<file path="config.mk">
export PLATFORM = sky130hd
export DESIGN_NAME = sync_serial_port
export DESIGN_NICKNAME = d
export VERILOG_FILES = /design/src/sync_serial_pkg.sv /design/src/sclk_divider.sv /design/src/sync_serial_port.sv
export SDC_FILE = /design/constraint.sdc
export NUM_CORES = 1
export LEC_CHECK = 0
export BUFFER_PORTS_ARGS = -buffer_cell sky130_fd_sc_hd__buf_4
export CORE_ASPECT_RATIO = 0.6
export CORE_MARGIN = 3
export CORE_UTILIZATION = 53
export CTS_CLUSTER_DIAMETER = 50
export DETAILED_ROUTE_END_ITERATION = 12
export HOLD_SLACK_MARGIN = 0.05
export MAX_ROUTING_LAYER = met4
export PLACE_DENSITY = 0.82
export SETUP_SLACK_MARGIN = 0.05
export SYNTH_ARGS = -nofsm -noshare
export SYNTH_HDL_FRONTEND = slang
export SYNTH_SLANG_ARGS = --single-unit
</file>
<file path="constraint.sdc">
create_clock -name sys_clk -period 2.5 [get_ports sys_clk]
set_clock_uncertainty 0.1 [all_clocks]
set_input_delay 0.125 -clock sys_clk [delete_from_list [all_inputs] [get_ports sys_clk]]
set_output_delay 0.125 -clock sys_clk [all_outputs]
set_load 0.01 [all_outputs]
</file>
<file path="src/sync_serial_pkg.sv">
// constants, register map and types shared by the synchronous serial port
package sync_serial_pkg;

	// ==========================================================
	// bus geometry
	localparam int ADDR_W = 8;
	localparam int DATA_W = 16;
	localparam int BYTE_W = 8;

	// ==========================================================
	// register offsets
	localparam logic [ADDR_W-1:0] OFS_SERIAL_PORT_STATUS = 8'h10;
	localparam logic [ADDR_W-1:0] OFS_SERIAL_PORT_CONTROL = 8'h12;
	localparam logic [ADDR_W-1:0] OFS_SERIAL_TRANSMIT_B = 8'h14;
	localparam logic [ADDR_W-1:0] OFS_SERIAL_TRANSMIT_A = 8'h16;
	localparam logic [ADDR_W-1:0] OFS_SERIAL_RECEIVE = 8'h18;
	localparam logic [ADDR_W-1:0] OFS_IRQ_STATUS = 8'h1a;
	localparam logic [ADDR_W-1:0] OFS_IRQ_ENABLE = 8'h1c;

	// ==========================================================
	// control register fields
	localparam int CTRL_ENABLE_A_BIT = 0;
	localparam int CTRL_ENABLE_B_BIT = 1;
	localparam int CTRL_DIV_LSB = 4;
	localparam int DIV_SEL_W = 2;
	localparam logic [DATA_W-1:0] CTRL_WRITE_MASK = 16'h0033;
	localparam logic [DATA_W-1:0] CTRL_RESET = 16'h0000;

	// ==========================================================
	// status register fields
	localparam int STAT_BUSY_BIT = 0;
	localparam int STAT_COMPLETE_BIT = 1;
	localparam int STAT_ERROR_BIT = 2;

	// ==========================================================
	// interrupt status and enable fields
	localparam int IRQ_COMPLETE_BIT = 0;
	localparam int IRQ_ERROR_BIT = 1;
	localparam int IRQ_W = 2;
	localparam logic [IRQ_W-1:0] IRQ_RESET = 2'h0;

	// ==========================================================
	// serial clock divider: half period in sys_clk cycles is 1 << select
	localparam int DIV_CNT_W = 3;
	localparam logic [DIV_CNT_W-1:0] DIV_CNT_ONE = 3'h1;
	localparam logic [DIV_CNT_W-1:0] DIV_CNT_ZERO = 3'h0;

	// ==========================================================
	// bit counter
	localparam int BIT_CNT_W = 4;
	localparam logic [BIT_CNT_W-1:0] BIT_CNT_ZERO = 4'h0;
	localparam logic [BIT_CNT_W-1:0] BIT_CNT_ONE = 4'h1;
	localparam logic [BIT_CNT_W-1:0] BIT_CNT_LAST = 4'h7;
	localparam logic [BIT_CNT_W-1:0] BIT_CNT_DONE = 4'h8;

	// ==========================================================
	// transfer state machine
	typedef enum logic [1:0] {
		st_idle = 2'b01,
		st_shift = 2'b10
	} xfer_state_t;

endpackage

</file>
<file path="src/sclk_divider.sv">
// half-period tick generator for the serial clock
module sclk_divider #(
	parameter int SEL_W = sync_serial_pkg::DIV_SEL_W,
	parameter int CNT_W = sync_serial_pkg::DIV_CNT_W
) (
	input wire logic sys_clk,
	input wire logic reset,
	input wire logic run,
	input wire logic [SEL_W-1:0] div_sel,
	output logic half_tick
);

	logic [CNT_W-1:0] cnt_q;
	logic [CNT_W-1:0] last_cnt;

	// divide by 2,4,8,16 means a half period of 1,2,4,8 cycles
	assign last_cnt = CNT_W'((sync_serial_pkg::DIV_CNT_ONE << div_sel) - sync_serial_pkg::DIV_CNT_ONE);
	assign half_tick = run && (cnt_q == last_cnt);

	// counter restarts whenever the port stops, so the first half period is full length
	always_ff @(posedge sys_clk or posedge reset) begin
		if (reset) begin
			cnt_q <= sync_serial_pkg::DIV_CNT_ZERO;
		end else if (!run || half_tick) begin
			cnt_q <= sync_serial_pkg::DIV_CNT_ZERO;
		end else begin
			cnt_q <= CNT_W'(cnt_q + sync_serial_pkg::DIV_CNT_ONE);
		end
	end

endmodule

</file>
<file path="src/sync_serial_port.sv">
// synchronous serial port: registers, enables, serial engine, status and interrupt
//
// What this block does
// the serial clock is the processor clock divided by 2, 4, 8 or 16 as the two-bit divider field selects.
// the second enable output is high while control bit 1 is set and control bit 0 is clear, and low otherwise.
// the first enable output is high while control bit 0 is set and low while it is clear.
// with both enable bits set only the first enable output goes high and the second stays low.
// the status register is read-only and writes to it change nothing.
// reading the receive register or writing a transmit register while busy with an enable bit set sets the error flag in status bit 2.
// the error flag is cleared whenever both enable control bits are zero.
// the completion flag in status bit 1 is set on the serial clock rising edge that ends data bit 7.
// reading the receive register or writing a transmit register clears the completion flag unless a transfer sets it in that same cycle.
// reading the status register clears the completion flag unless a transfer sets it in that same cycle.
// the completion flag is cleared when both enable outputs become inactive.
// the busy flag in status bit 0 is one while a transfer is in progress.
// the busy flag is zero whenever the port is idle and ready for a new transfer.
// the received byte sits in the low eight bits of the receive register and the upper bits read zero.
// two transmit registers each hold in their low eight bits a byte to be shifted out.
// a transmit write or receive read with an enable active and the port idle starts an eight-bit transfer.
module sync_serial_port #(
	parameter int BITS = sync_serial_pkg::BYTE_W
) (
	input wire logic sys_clk,
	input wire logic reset,
	input wire logic [sync_serial_pkg::ADDR_W-1:0] reg_addr,
	input wire logic [sync_serial_pkg::DATA_W-1:0] reg_wdata,
	input wire logic reg_wr,
	input wire logic reg_rd,
	output logic [sync_serial_pkg::DATA_W-1:0] reg_rdata,
	output logic serial_clock_out,
	output logic serial_enable_a_out,
	output logic serial_enable_b_out,
	input wire logic serial_data_line_in,
	output logic serial_data_line_out,
	output logic serial_data_line_oe_n,
	output logic irq
);

	// ==========================================================
	// register access decode
	logic wr_ctrl;
	logic rd_status;
	logic wr_tx_a;
	logic wr_tx_b;
	logic rd_rx;
	logic wr_irq_en;
	logic rd_irq_stat;
	logic tx_write;
	logic data_access;

	assign wr_ctrl = reg_wr && (reg_addr == sync_serial_pkg::OFS_SERIAL_PORT_CONTROL);
	assign wr_tx_a = reg_wr && (reg_addr == sync_serial_pkg::OFS_SERIAL_TRANSMIT_A);
	assign wr_tx_b = reg_wr && (reg_addr == sync_serial_pkg::OFS_SERIAL_TRANSMIT_B);
	assign wr_irq_en = reg_wr && (reg_addr == sync_serial_pkg::OFS_IRQ_ENABLE);
	assign rd_status = reg_rd && (reg_addr == sync_serial_pkg::OFS_SERIAL_PORT_STATUS);
	assign rd_rx = reg_rd && (reg_addr == sync_serial_pkg::OFS_SERIAL_RECEIVE);
	assign rd_irq_stat = reg_rd && (reg_addr == sync_serial_pkg::OFS_IRQ_STATUS);
	assign tx_write = wr_tx_a || wr_tx_b;
	assign data_access = tx_write || rd_rx;

	// ==========================================================
	// control register
	logic [sync_serial_pkg::DATA_W-1:0] serial_port_control_q;
	logic enable_a_control;
	logic enable_b_control;
	logic any_enable;
	logic [sync_serial_pkg::DIV_SEL_W-1:0] serial_clock_divider_select;

	// a write to the status offset has no decode at all, so it is dropped
	always_ff @(posedge sys_clk or posedge reset) begin
		if (reset) begin
			serial_port_control_q <= sync_serial_pkg::CTRL_RESET;
		end else if (wr_ctrl) begin
			serial_port_control_q <= reg_wdata & sync_serial_pkg::CTRL_WRITE_MASK;
		end
	end

	assign enable_a_control = serial_port_control_q[sync_serial_pkg::CTRL_ENABLE_A_BIT];
	assign enable_b_control = serial_port_control_q[sync_serial_pkg::CTRL_ENABLE_B_BIT];
	assign any_enable = enable_a_control || enable_b_control;
	assign serial_clock_divider_select =
		serial_port_control_q[sync_serial_pkg::CTRL_DIV_LSB +: sync_serial_pkg::DIV_SEL_W];

	// ==========================================================
	// enable outputs
	assign serial_enable_a_out = enable_a_control;
	assign serial_enable_b_out = enable_b_control && !enable_a_control;

	// ==========================================================
	// transfer engine
	sync_serial_pkg::xfer_state_t state_q;
	logic [BITS-1:0] shift_q;
	logic [BITS-1:0] tx_a_q;
	logic [BITS-1:0] tx_b_q;
	logic [BITS-1:0] rx_q;
	logic [sync_serial_pkg::BIT_CNT_W-1:0] bit_cnt_q;
	logic [sync_serial_pkg::DIV_SEL_W-1:0] div_latched_q;
	logic sclk_q;
	logic drive_q;
	logic busy;
	logic start;
	logic half_tick;
	logic rise_tick;
	logic fall_tick;
	logic last_rise;
	logic [BITS-1:0] start_byte;

	assign busy = (state_q == sync_serial_pkg::st_shift);
	assign start = data_access && any_enable && !busy;
	assign rise_tick = half_tick && !sclk_q;
	assign fall_tick = half_tick && sclk_q;
	assign last_rise = rise_tick && (bit_cnt_q == sync_serial_pkg::BIT_CNT_LAST);
	// a receive shifts out whatever stays in the register; the line is released then
	assign start_byte = wr_tx_a ? reg_wdata[BITS-1:0] : (wr_tx_b ? reg_wdata[BITS-1:0] : shift_q);

	// divider field is frozen at the start so a control write cannot stretch a bit
	sclk_divider #(
		.SEL_W(sync_serial_pkg::DIV_SEL_W),
		.CNT_W(sync_serial_pkg::DIV_CNT_W)
	) u_div (
		.sys_clk(sys_clk),
		.reset(reset),
		.run(busy),
		.div_sel(div_latched_q),
		.half_tick(half_tick)
	);

	always_ff @(posedge sys_clk or posedge reset) begin
		if (reset) begin
			div_latched_q <= '0;
		end else if (start) begin
			div_latched_q <= serial_clock_divider_select;
		end
	end

	// transmit holding registers ignore writes made while busy
	always_ff @(posedge sys_clk or posedge reset) begin
		if (reset) begin
			tx_a_q <= '0;
			tx_b_q <= '0;
		end else begin
			if (wr_tx_a && !busy) begin
				tx_a_q <= reg_wdata[BITS-1:0];
			end
			if (wr_tx_b && !busy) begin
				tx_b_q <= reg_wdata[BITS-1:0];
			end
		end
	end

	// dropping both enables aborts a transfer; nobody is listening any more
	always_ff @(posedge sys_clk or posedge reset) begin
		if (reset) begin
			state_q <= sync_serial_pkg::st_idle;
			bit_cnt_q <= sync_serial_pkg::BIT_CNT_ZERO;
			sclk_q <= 1'b0;
		end else begin
			case (state_q)
				sync_serial_pkg::st_idle: begin
					sclk_q <= 1'b0;
					if (start) begin
						state_q <= sync_serial_pkg::st_shift;
						bit_cnt_q <= sync_serial_pkg::BIT_CNT_ZERO;
					end
				end
				sync_serial_pkg::st_shift: begin
					if (!any_enable) begin
						state_q <= sync_serial_pkg::st_idle;
						sclk_q <= 1'b0;
					end else if (rise_tick) begin
						sclk_q <= 1'b1;
						bit_cnt_q <= sync_serial_pkg::BIT_CNT_W'(bit_cnt_q + sync_serial_pkg::BIT_CNT_ONE);
					end else if (fall_tick) begin
						sclk_q <= 1'b0;
						if (bit_cnt_q == sync_serial_pkg::BIT_CNT_DONE) begin
							state_q <= sync_serial_pkg::st_idle;
						end
					end
				end
				default: begin
					state_q <= sync_serial_pkg::st_idle;
					sclk_q <= 1'b0;
				end
			endcase
		end
	end

	// lsb first: data changes on the falling edge, the line is sampled on the rising edge
	always_ff @(posedge sys_clk or posedge reset) begin
		if (reset) begin
			shift_q <= '0;
		end else if (start) begin
			shift_q <= start_byte;
		end else if (busy && rise_tick) begin
			shift_q <= {serial_data_line_in, shift_q[BITS-1:1]};
		end
	end

	always_ff @(posedge sys_clk or posedge reset) begin
		if (reset) begin
			rx_q <= '0;
		end else if (last_rise && any_enable) begin
			rx_q <= {serial_data_line_in, shift_q[BITS-1:1]};
		end
	end

	always_ff @(posedge sys_clk or posedge reset) begin
		if (reset) begin
			drive_q <= 1'b0;
		end else if (start) begin
			drive_q <= tx_write;
		end else if (!busy) begin
			drive_q <= 1'b0;
		end
	end

	// bit 0 of the shifter is the outgoing bit until the rising edge moves it on,
	// so the output is held from a flop copy that only advances on the falling edge
	logic out_bit_q;
	always_ff @(posedge sys_clk or posedge reset) begin
		if (reset) begin
			out_bit_q <= 1'b0;
		end else if (start) begin
			out_bit_q <= start_byte[0];
		end else if (busy && fall_tick) begin
			out_bit_q <= shift_q[0];
		end
	end

	assign serial_clock_out = sclk_q;
	assign serial_data_line_out = out_bit_q;
	assign serial_data_line_oe_n = !(drive_q && busy);

	// ==========================================================
	// status flags
	logic complete_q;
	logic error_q;
	logic error_set;
	logic enable_b_seen_q;
	logic enables_fell;
	logic complete_clear;

	assign error_set = data_access && busy;
	assign enables_fell = (enable_b_seen_q || serial_enable_a_out) && !any_enable;
	assign complete_clear = rd_rx || tx_write || rd_status || enables_fell;

	always_ff @(posedge sys_clk or posedge reset) begin
		if (reset) begin
			enable_b_seen_q <= 1'b0;
		end else begin
			enable_b_seen_q <= any_enable;
		end
	end

	// a finishing transfer outranks any clear in the same cycle
	always_ff @(posedge sys_clk or posedge reset) begin
		if (reset) begin
			complete_q <= 1'b0;
		end else if (last_rise && any_enable) begin
			complete_q <= 1'b1;
		end else if (complete_clear) begin
			complete_q <= 1'b0;
		end
	end

	// busy can outlast both enables by one cycle; if set and clear meet then, the clear wins
	always_ff @(posedge sys_clk or posedge reset) begin
		if (reset) begin
			error_q <= 1'b0;
		end else if (!any_enable) begin
			error_q <= 1'b0;
		end else if (error_set) begin
			error_q <= 1'b1;
		end
	end

	// ==========================================================
	// interrupt status and enable
	logic [sync_serial_pkg::IRQ_W-1:0] irq_stat_q;
	logic [sync_serial_pkg::IRQ_W-1:0] irq_en_q;
	logic [sync_serial_pkg::IRQ_W-1:0] irq_events;

	always_comb begin
		irq_events = '0;
		irq_events[sync_serial_pkg::IRQ_COMPLETE_BIT] = last_rise && any_enable;
		irq_events[sync_serial_pkg::IRQ_ERROR_BIT] = error_set;
	end

	// read-to-clear, but an event in the read cycle stays pending
	always_ff @(posedge sys_clk or posedge reset) begin
		if (reset) begin
			irq_stat_q <= sync_serial_pkg::IRQ_RESET;
		end else if (rd_irq_stat) begin
			irq_stat_q <= irq_events;
		end else begin
			irq_stat_q <= irq_stat_q | irq_events;
		end
	end

	always_ff @(posedge sys_clk or posedge reset) begin
		if (reset) begin
			irq_en_q <= sync_serial_pkg::IRQ_RESET;
		end else if (wr_irq_en) begin
			irq_en_q <= reg_wdata[sync_serial_pkg::IRQ_W-1:0];
		end
	end

	assign irq = |(irq_stat_q & irq_en_q);

	// ==========================================================
	// read data, one cycle after the strobe; unmapped offsets read zero
	logic [sync_serial_pkg::DATA_W-1:0] rdata_d;
	logic [sync_serial_pkg::DATA_W-1:0] rdata_q;

	always_comb begin
		rdata_d = '0;
		if (reg_rd) begin
			case (reg_addr)
				sync_serial_pkg::OFS_SERIAL_PORT_STATUS: begin
					rdata_d[sync_serial_pkg::STAT_BUSY_BIT] = busy;
					rdata_d[sync_serial_pkg::STAT_COMPLETE_BIT] = complete_q;
					rdata_d[sync_serial_pkg::STAT_ERROR_BIT] = error_q;
				end
				sync_serial_pkg::OFS_SERIAL_PORT_CONTROL: begin
					rdata_d = serial_port_control_q;
				end
				sync_serial_pkg::OFS_SERIAL_TRANSMIT_A: begin
					rdata_d[BITS-1:0] = tx_a_q;
				end
				sync_serial_pkg::OFS_SERIAL_TRANSMIT_B: begin
					rdata_d[BITS-1:0] = tx_b_q;
				end
				sync_serial_pkg::OFS_SERIAL_RECEIVE: begin
					rdata_d[BITS-1:0] = rx_q;
				end
				sync_serial_pkg::OFS_IRQ_STATUS: begin
					rdata_d[sync_serial_pkg::IRQ_W-1:0] = irq_stat_q;
				end
				sync_serial_pkg::OFS_IRQ_ENABLE: begin
					rdata_d[sync_serial_pkg::IRQ_W-1:0] = irq_en_q;
				end
				default: begin
					rdata_d = '0;
				end
			endcase
		end
	end

	always_ff @(posedge sys_clk or posedge reset) begin
		if (reset) begin
			rdata_q <= '0;
		end else begin
			rdata_q <= rdata_d;
		end
	end

	assign reg_rdata = rdata_q;

endmodule

</file>
==> summary.txt <==
Placement
  • Gp weighted congestion: a little over 0.9
  • # port buffers: 34
  • Detailed placement HPWL: between 5000 and 6000 um
  • Dpl ws: 190 ps
  • Placed Instances: around 410
  • DP Area: approximately 3600 sq um

STA
  • Setup Total Neg Slack: 0 ps
  • Hold Slack: 76.2 ps
  • Setup violators final: 0
  • RSZ-0062 raised after global routing: no
  • Hold Vio Cnt, Final: 0
  • Final WS setup: 150 ps
  • Fmax: around 430 MHz
  • Slew Viols, Final: 0
  • Tightest Pin Transition: just under 600 ps
  • Final period util: between 90% and 100%
  • Final critical-path required period: between 2000 and 2500 ps
  • Max_slew headroom: about three fifths

Global routing
  • GRT Util Overall: about a quarter
  • Initial antenna violation count: 0
  • First-pass GRT wire length: between 10000 and 15000 um
  • Largest net degree at the start of global routing: 26
  • Vias in the first global route: 2481
  • Total gr overflow: 0

Logic synthesis
  • Fraction of registers with async set/reset: 100%
  • Number of synthesized flops with an enable pin: 0
  • Mapped Cells: 295
  • Register area share after synthesis: ~51%
  • Syn_area_per_cell: approximately 11 sq um
  • Number of synthesized register bits: 65
  • Yosys warns: 0
  • Netlist cell types: 52
  • Top_reg_cell synth: dfrtp_1
  • Cell Area, Synth: 3180 sq um

Route
  • Initial DRC count: around 190
  • Vias: approximately 2.5k
  • Routed WL: about 7400 um
  • Drt first pass iters: 5
  • ANT nets after route: 0
  • Wirelength per Cell: approximately 17 um
  • Vias per cell: just under 6
  • DRC viols: 0

Setup path
  • Critical Path Most Common Cell: buf_4
  • Critical-path cell with the highest stage delay: dfstp_2
  • Reg2reg setup slack: 150 ps
  • WP buf/inv: 2
  • CP max FO: 8
  • Worst stage delay on the critical path: between 500 and 600 ps
  • R2r worst-path depth: 6
  • Worst path arrival time: 2480 ps
  • Critical path required time: 2630 ps
  • Type of the worst setup path: flip-flop to flip-flop
  • Nature of the critical path startpoint: flip-flop
  • FF-to-FF End: tx_a_q[7]
  • Worst R2R Start: state_q[0]
  • Worst Setup End Kind: flip-flop
  • Crit path max-delay family: simple AND/OR/NAND/NOR gates
  • CP cell instances: nor2b_1, or4b_1, buf_4, nor4_4, buf_4, mux2_2

Power
  • VDD IR-drop max: around 0.36 mV
  • PwrDens: around 560 nW/um^2
  • Static Leak: roughly 1.8 nW

Die
  • Die area: 7000 sq um
  • IO Count: between 50 and 60
  • Width of the die: between 100 and 150 um
  • FP Rows: 21
  • Die Y: between 60 and 70 um
  • Starting Density: ~56%
  • Core Area: roughly 5700 sq um

Job
  • Max cap viols: 0

Clock network
  • Max H-tree Level: 3
  • # clock sinks: 65
  • Clock Latency Late Sink: between 300 and 400 ps
  • Clock buffer depth: 2
  • Clock root cell: clkbuf_8
  • CTS tree: built
  • Post-CTS resize count: 0
  • Clock Pin Slew Worst Setup and Hold Paths: roughly 70 ps
  • CTS buffer count: 9

Final layout
  • Area Overhead vs Synth: 21.1%
  • Fin cells: ~430
  • Commonest non-fill, non-tap cells in the layout: 64 x dfrtp_1, 47 x buf_4, 33 x mux2_2, 28 x nand2_1, 24 x nor2_1
  • Leading cell type in the layout, fill and taps excluded: dfrtp_1
  • Final Cell Area: approximately 3900 sq um
  • Final #Nets: approximately 380
  • Share of cells above drive strength 1: between 20% and 30%
  • Ant diodes: 0

Min path
  • Hold EP: reg_rdata[1]
  • Hold path cells: 3
  • Hold path start: reg_addr[2]
  • Min-Delay Path Class: primary input to flip-flop

Outcome
  • Outcome: finished, final reports clean
## flip-flops by register name, summed over array words and instances (netlist names)
name,cells
bit_cnt_q,4
reg_rdata,8
complete_q,1
shift_q,8
irq_en_q,2
div_latched_q,2
tx_a_q,8
irq_stat_q,2
tx_b_q,8
serial_port_control_q,4
serial_clock_out,1
serial_data_line_out,1
rx_q,8
drive_q,1
state_q,2
enable_b_seen_q,1
error_q,1
u_div.cnt_q,3
## per-stage QoR
step | total power [mW] | utilization (%)
finish | 2.17 | 67.6
floorplan | 1.27 | -
global route | 2.27 | 67.6
global placement | 1.34 | 62.8
CTS | 2.18 | 67.6
detailed placement | 1.34 | 62.8
## how the worst max path moves through the flow
stage | start | to | slack, ps | depth (start not counted)
CTS | state_q[0] | tx_a_q[7] | 170 | 6
global route | state_q[0] | tx_a_q[7] | 50 | 6
floorplan | state_q[0] | tx_a_q[0] | 180 | 6
finish | state_q[0] | tx_a_q[7] | 150 | 6
global placement | state_q[0] | tx_a_q[6] | 230 | 6
detailed placement | state_q[0] | tx_a_q[7] | 190 | 6
## layer usage
metal | wire length (um) | global-route usage (%) | up-vias | share of wire (%)
li1 | - | - | 1175 | -
met1 | 3570 | 33.4 | 1234 | 48
met2 | 3150 | 33.4 | 103 | 42
met3 | 653 | 10.3 | 5 | 8.8
met4 | 41 | 5.82 | 0 | 0.55
met5 | 0 | - | - | 0
## power by group
group	total (mW)	internal, mW	switching, mW	leakage (nW)
Sequential	1.13	1.10	0.0336	0.872
Combinational	0.207	0.0952	0.112	0.860
Clock	0.829	0.450	0.379	0.0929
Total	2.17	1.64	0.525	1.82
## layout make-up
| class | instances | area [sq um] |
|---|---|---|
| Timing Repair Buffer | 59 | 493 |
| Tap cell | 80 | 100 |
| Multi-Input combinational cell | 206 | 1420 |
| Sequential cell | 65 | 1630 |
| Fill cell | 442 | 1850 |
| Clock inverter | 4 | 45.0 |
| Inverter | 9 | 33.8 |
| Clock buffer | 11 | 131 |
## kinds of logic after synthesis
family	after synthesis	synth area share, %
flops	65	51.1
compound gates	67	14.7
other cells	1	0.118
xor+xnor	1	0.275
buf+inv	31	4.99
simple gates	91	15.0
fa+ha+maj	3	1.18
mux	36	12.6
## tightest hold or removal path, cell delays in order
cell and delay (ps):
buf_4 190, nand3_1 110, a21oi_1 60
## cells in the mapped netlist (2+ instances only)
master	instances	area (sq um)
o311ai_0	2	17.5
mux2_2	33	372
a22oi_1	5	37.5
nor4b_1	2	17.5
nand3_1	6	30.0
ha_1	3	37.5
buf_2	4	20.0
buf_4	10	75.1
a311oi_1	2	17.5
nor4_1	2	12.5
nand2b_1	4	25.0
nor2b_1	5	31.3
o211ai_1	2	15.0
nor3_1	4	20.0
and3_1	4	25.0
or4_1	2	15.0
a31oi_1	8	50.1
a21oi_1	4	20.0
a22o_1	4	35.0
a31o_2	2	17.5
a2bb2oi_1	8	70.1
dfrtp_1	64	1600
o31ai_1	2	15.0
o21a_1	2	15.0
inv_1	8	30.0
clkbuf_1	7	26.3
nand2_1	28	105
or3_1	2	12.5
nor2_1	24	90.1
o21ai_0	17	85.1
a32oi_1	2	17.5
mux2i_1	3	30.0
## timing repair
action / 4_1_cts / 5_1_grt
hold buffers: 10 / 0
setup buffers: 0 / 0
endpoints found under the hold margin: 48 / 0
Power figures use the tool's default switching activity.
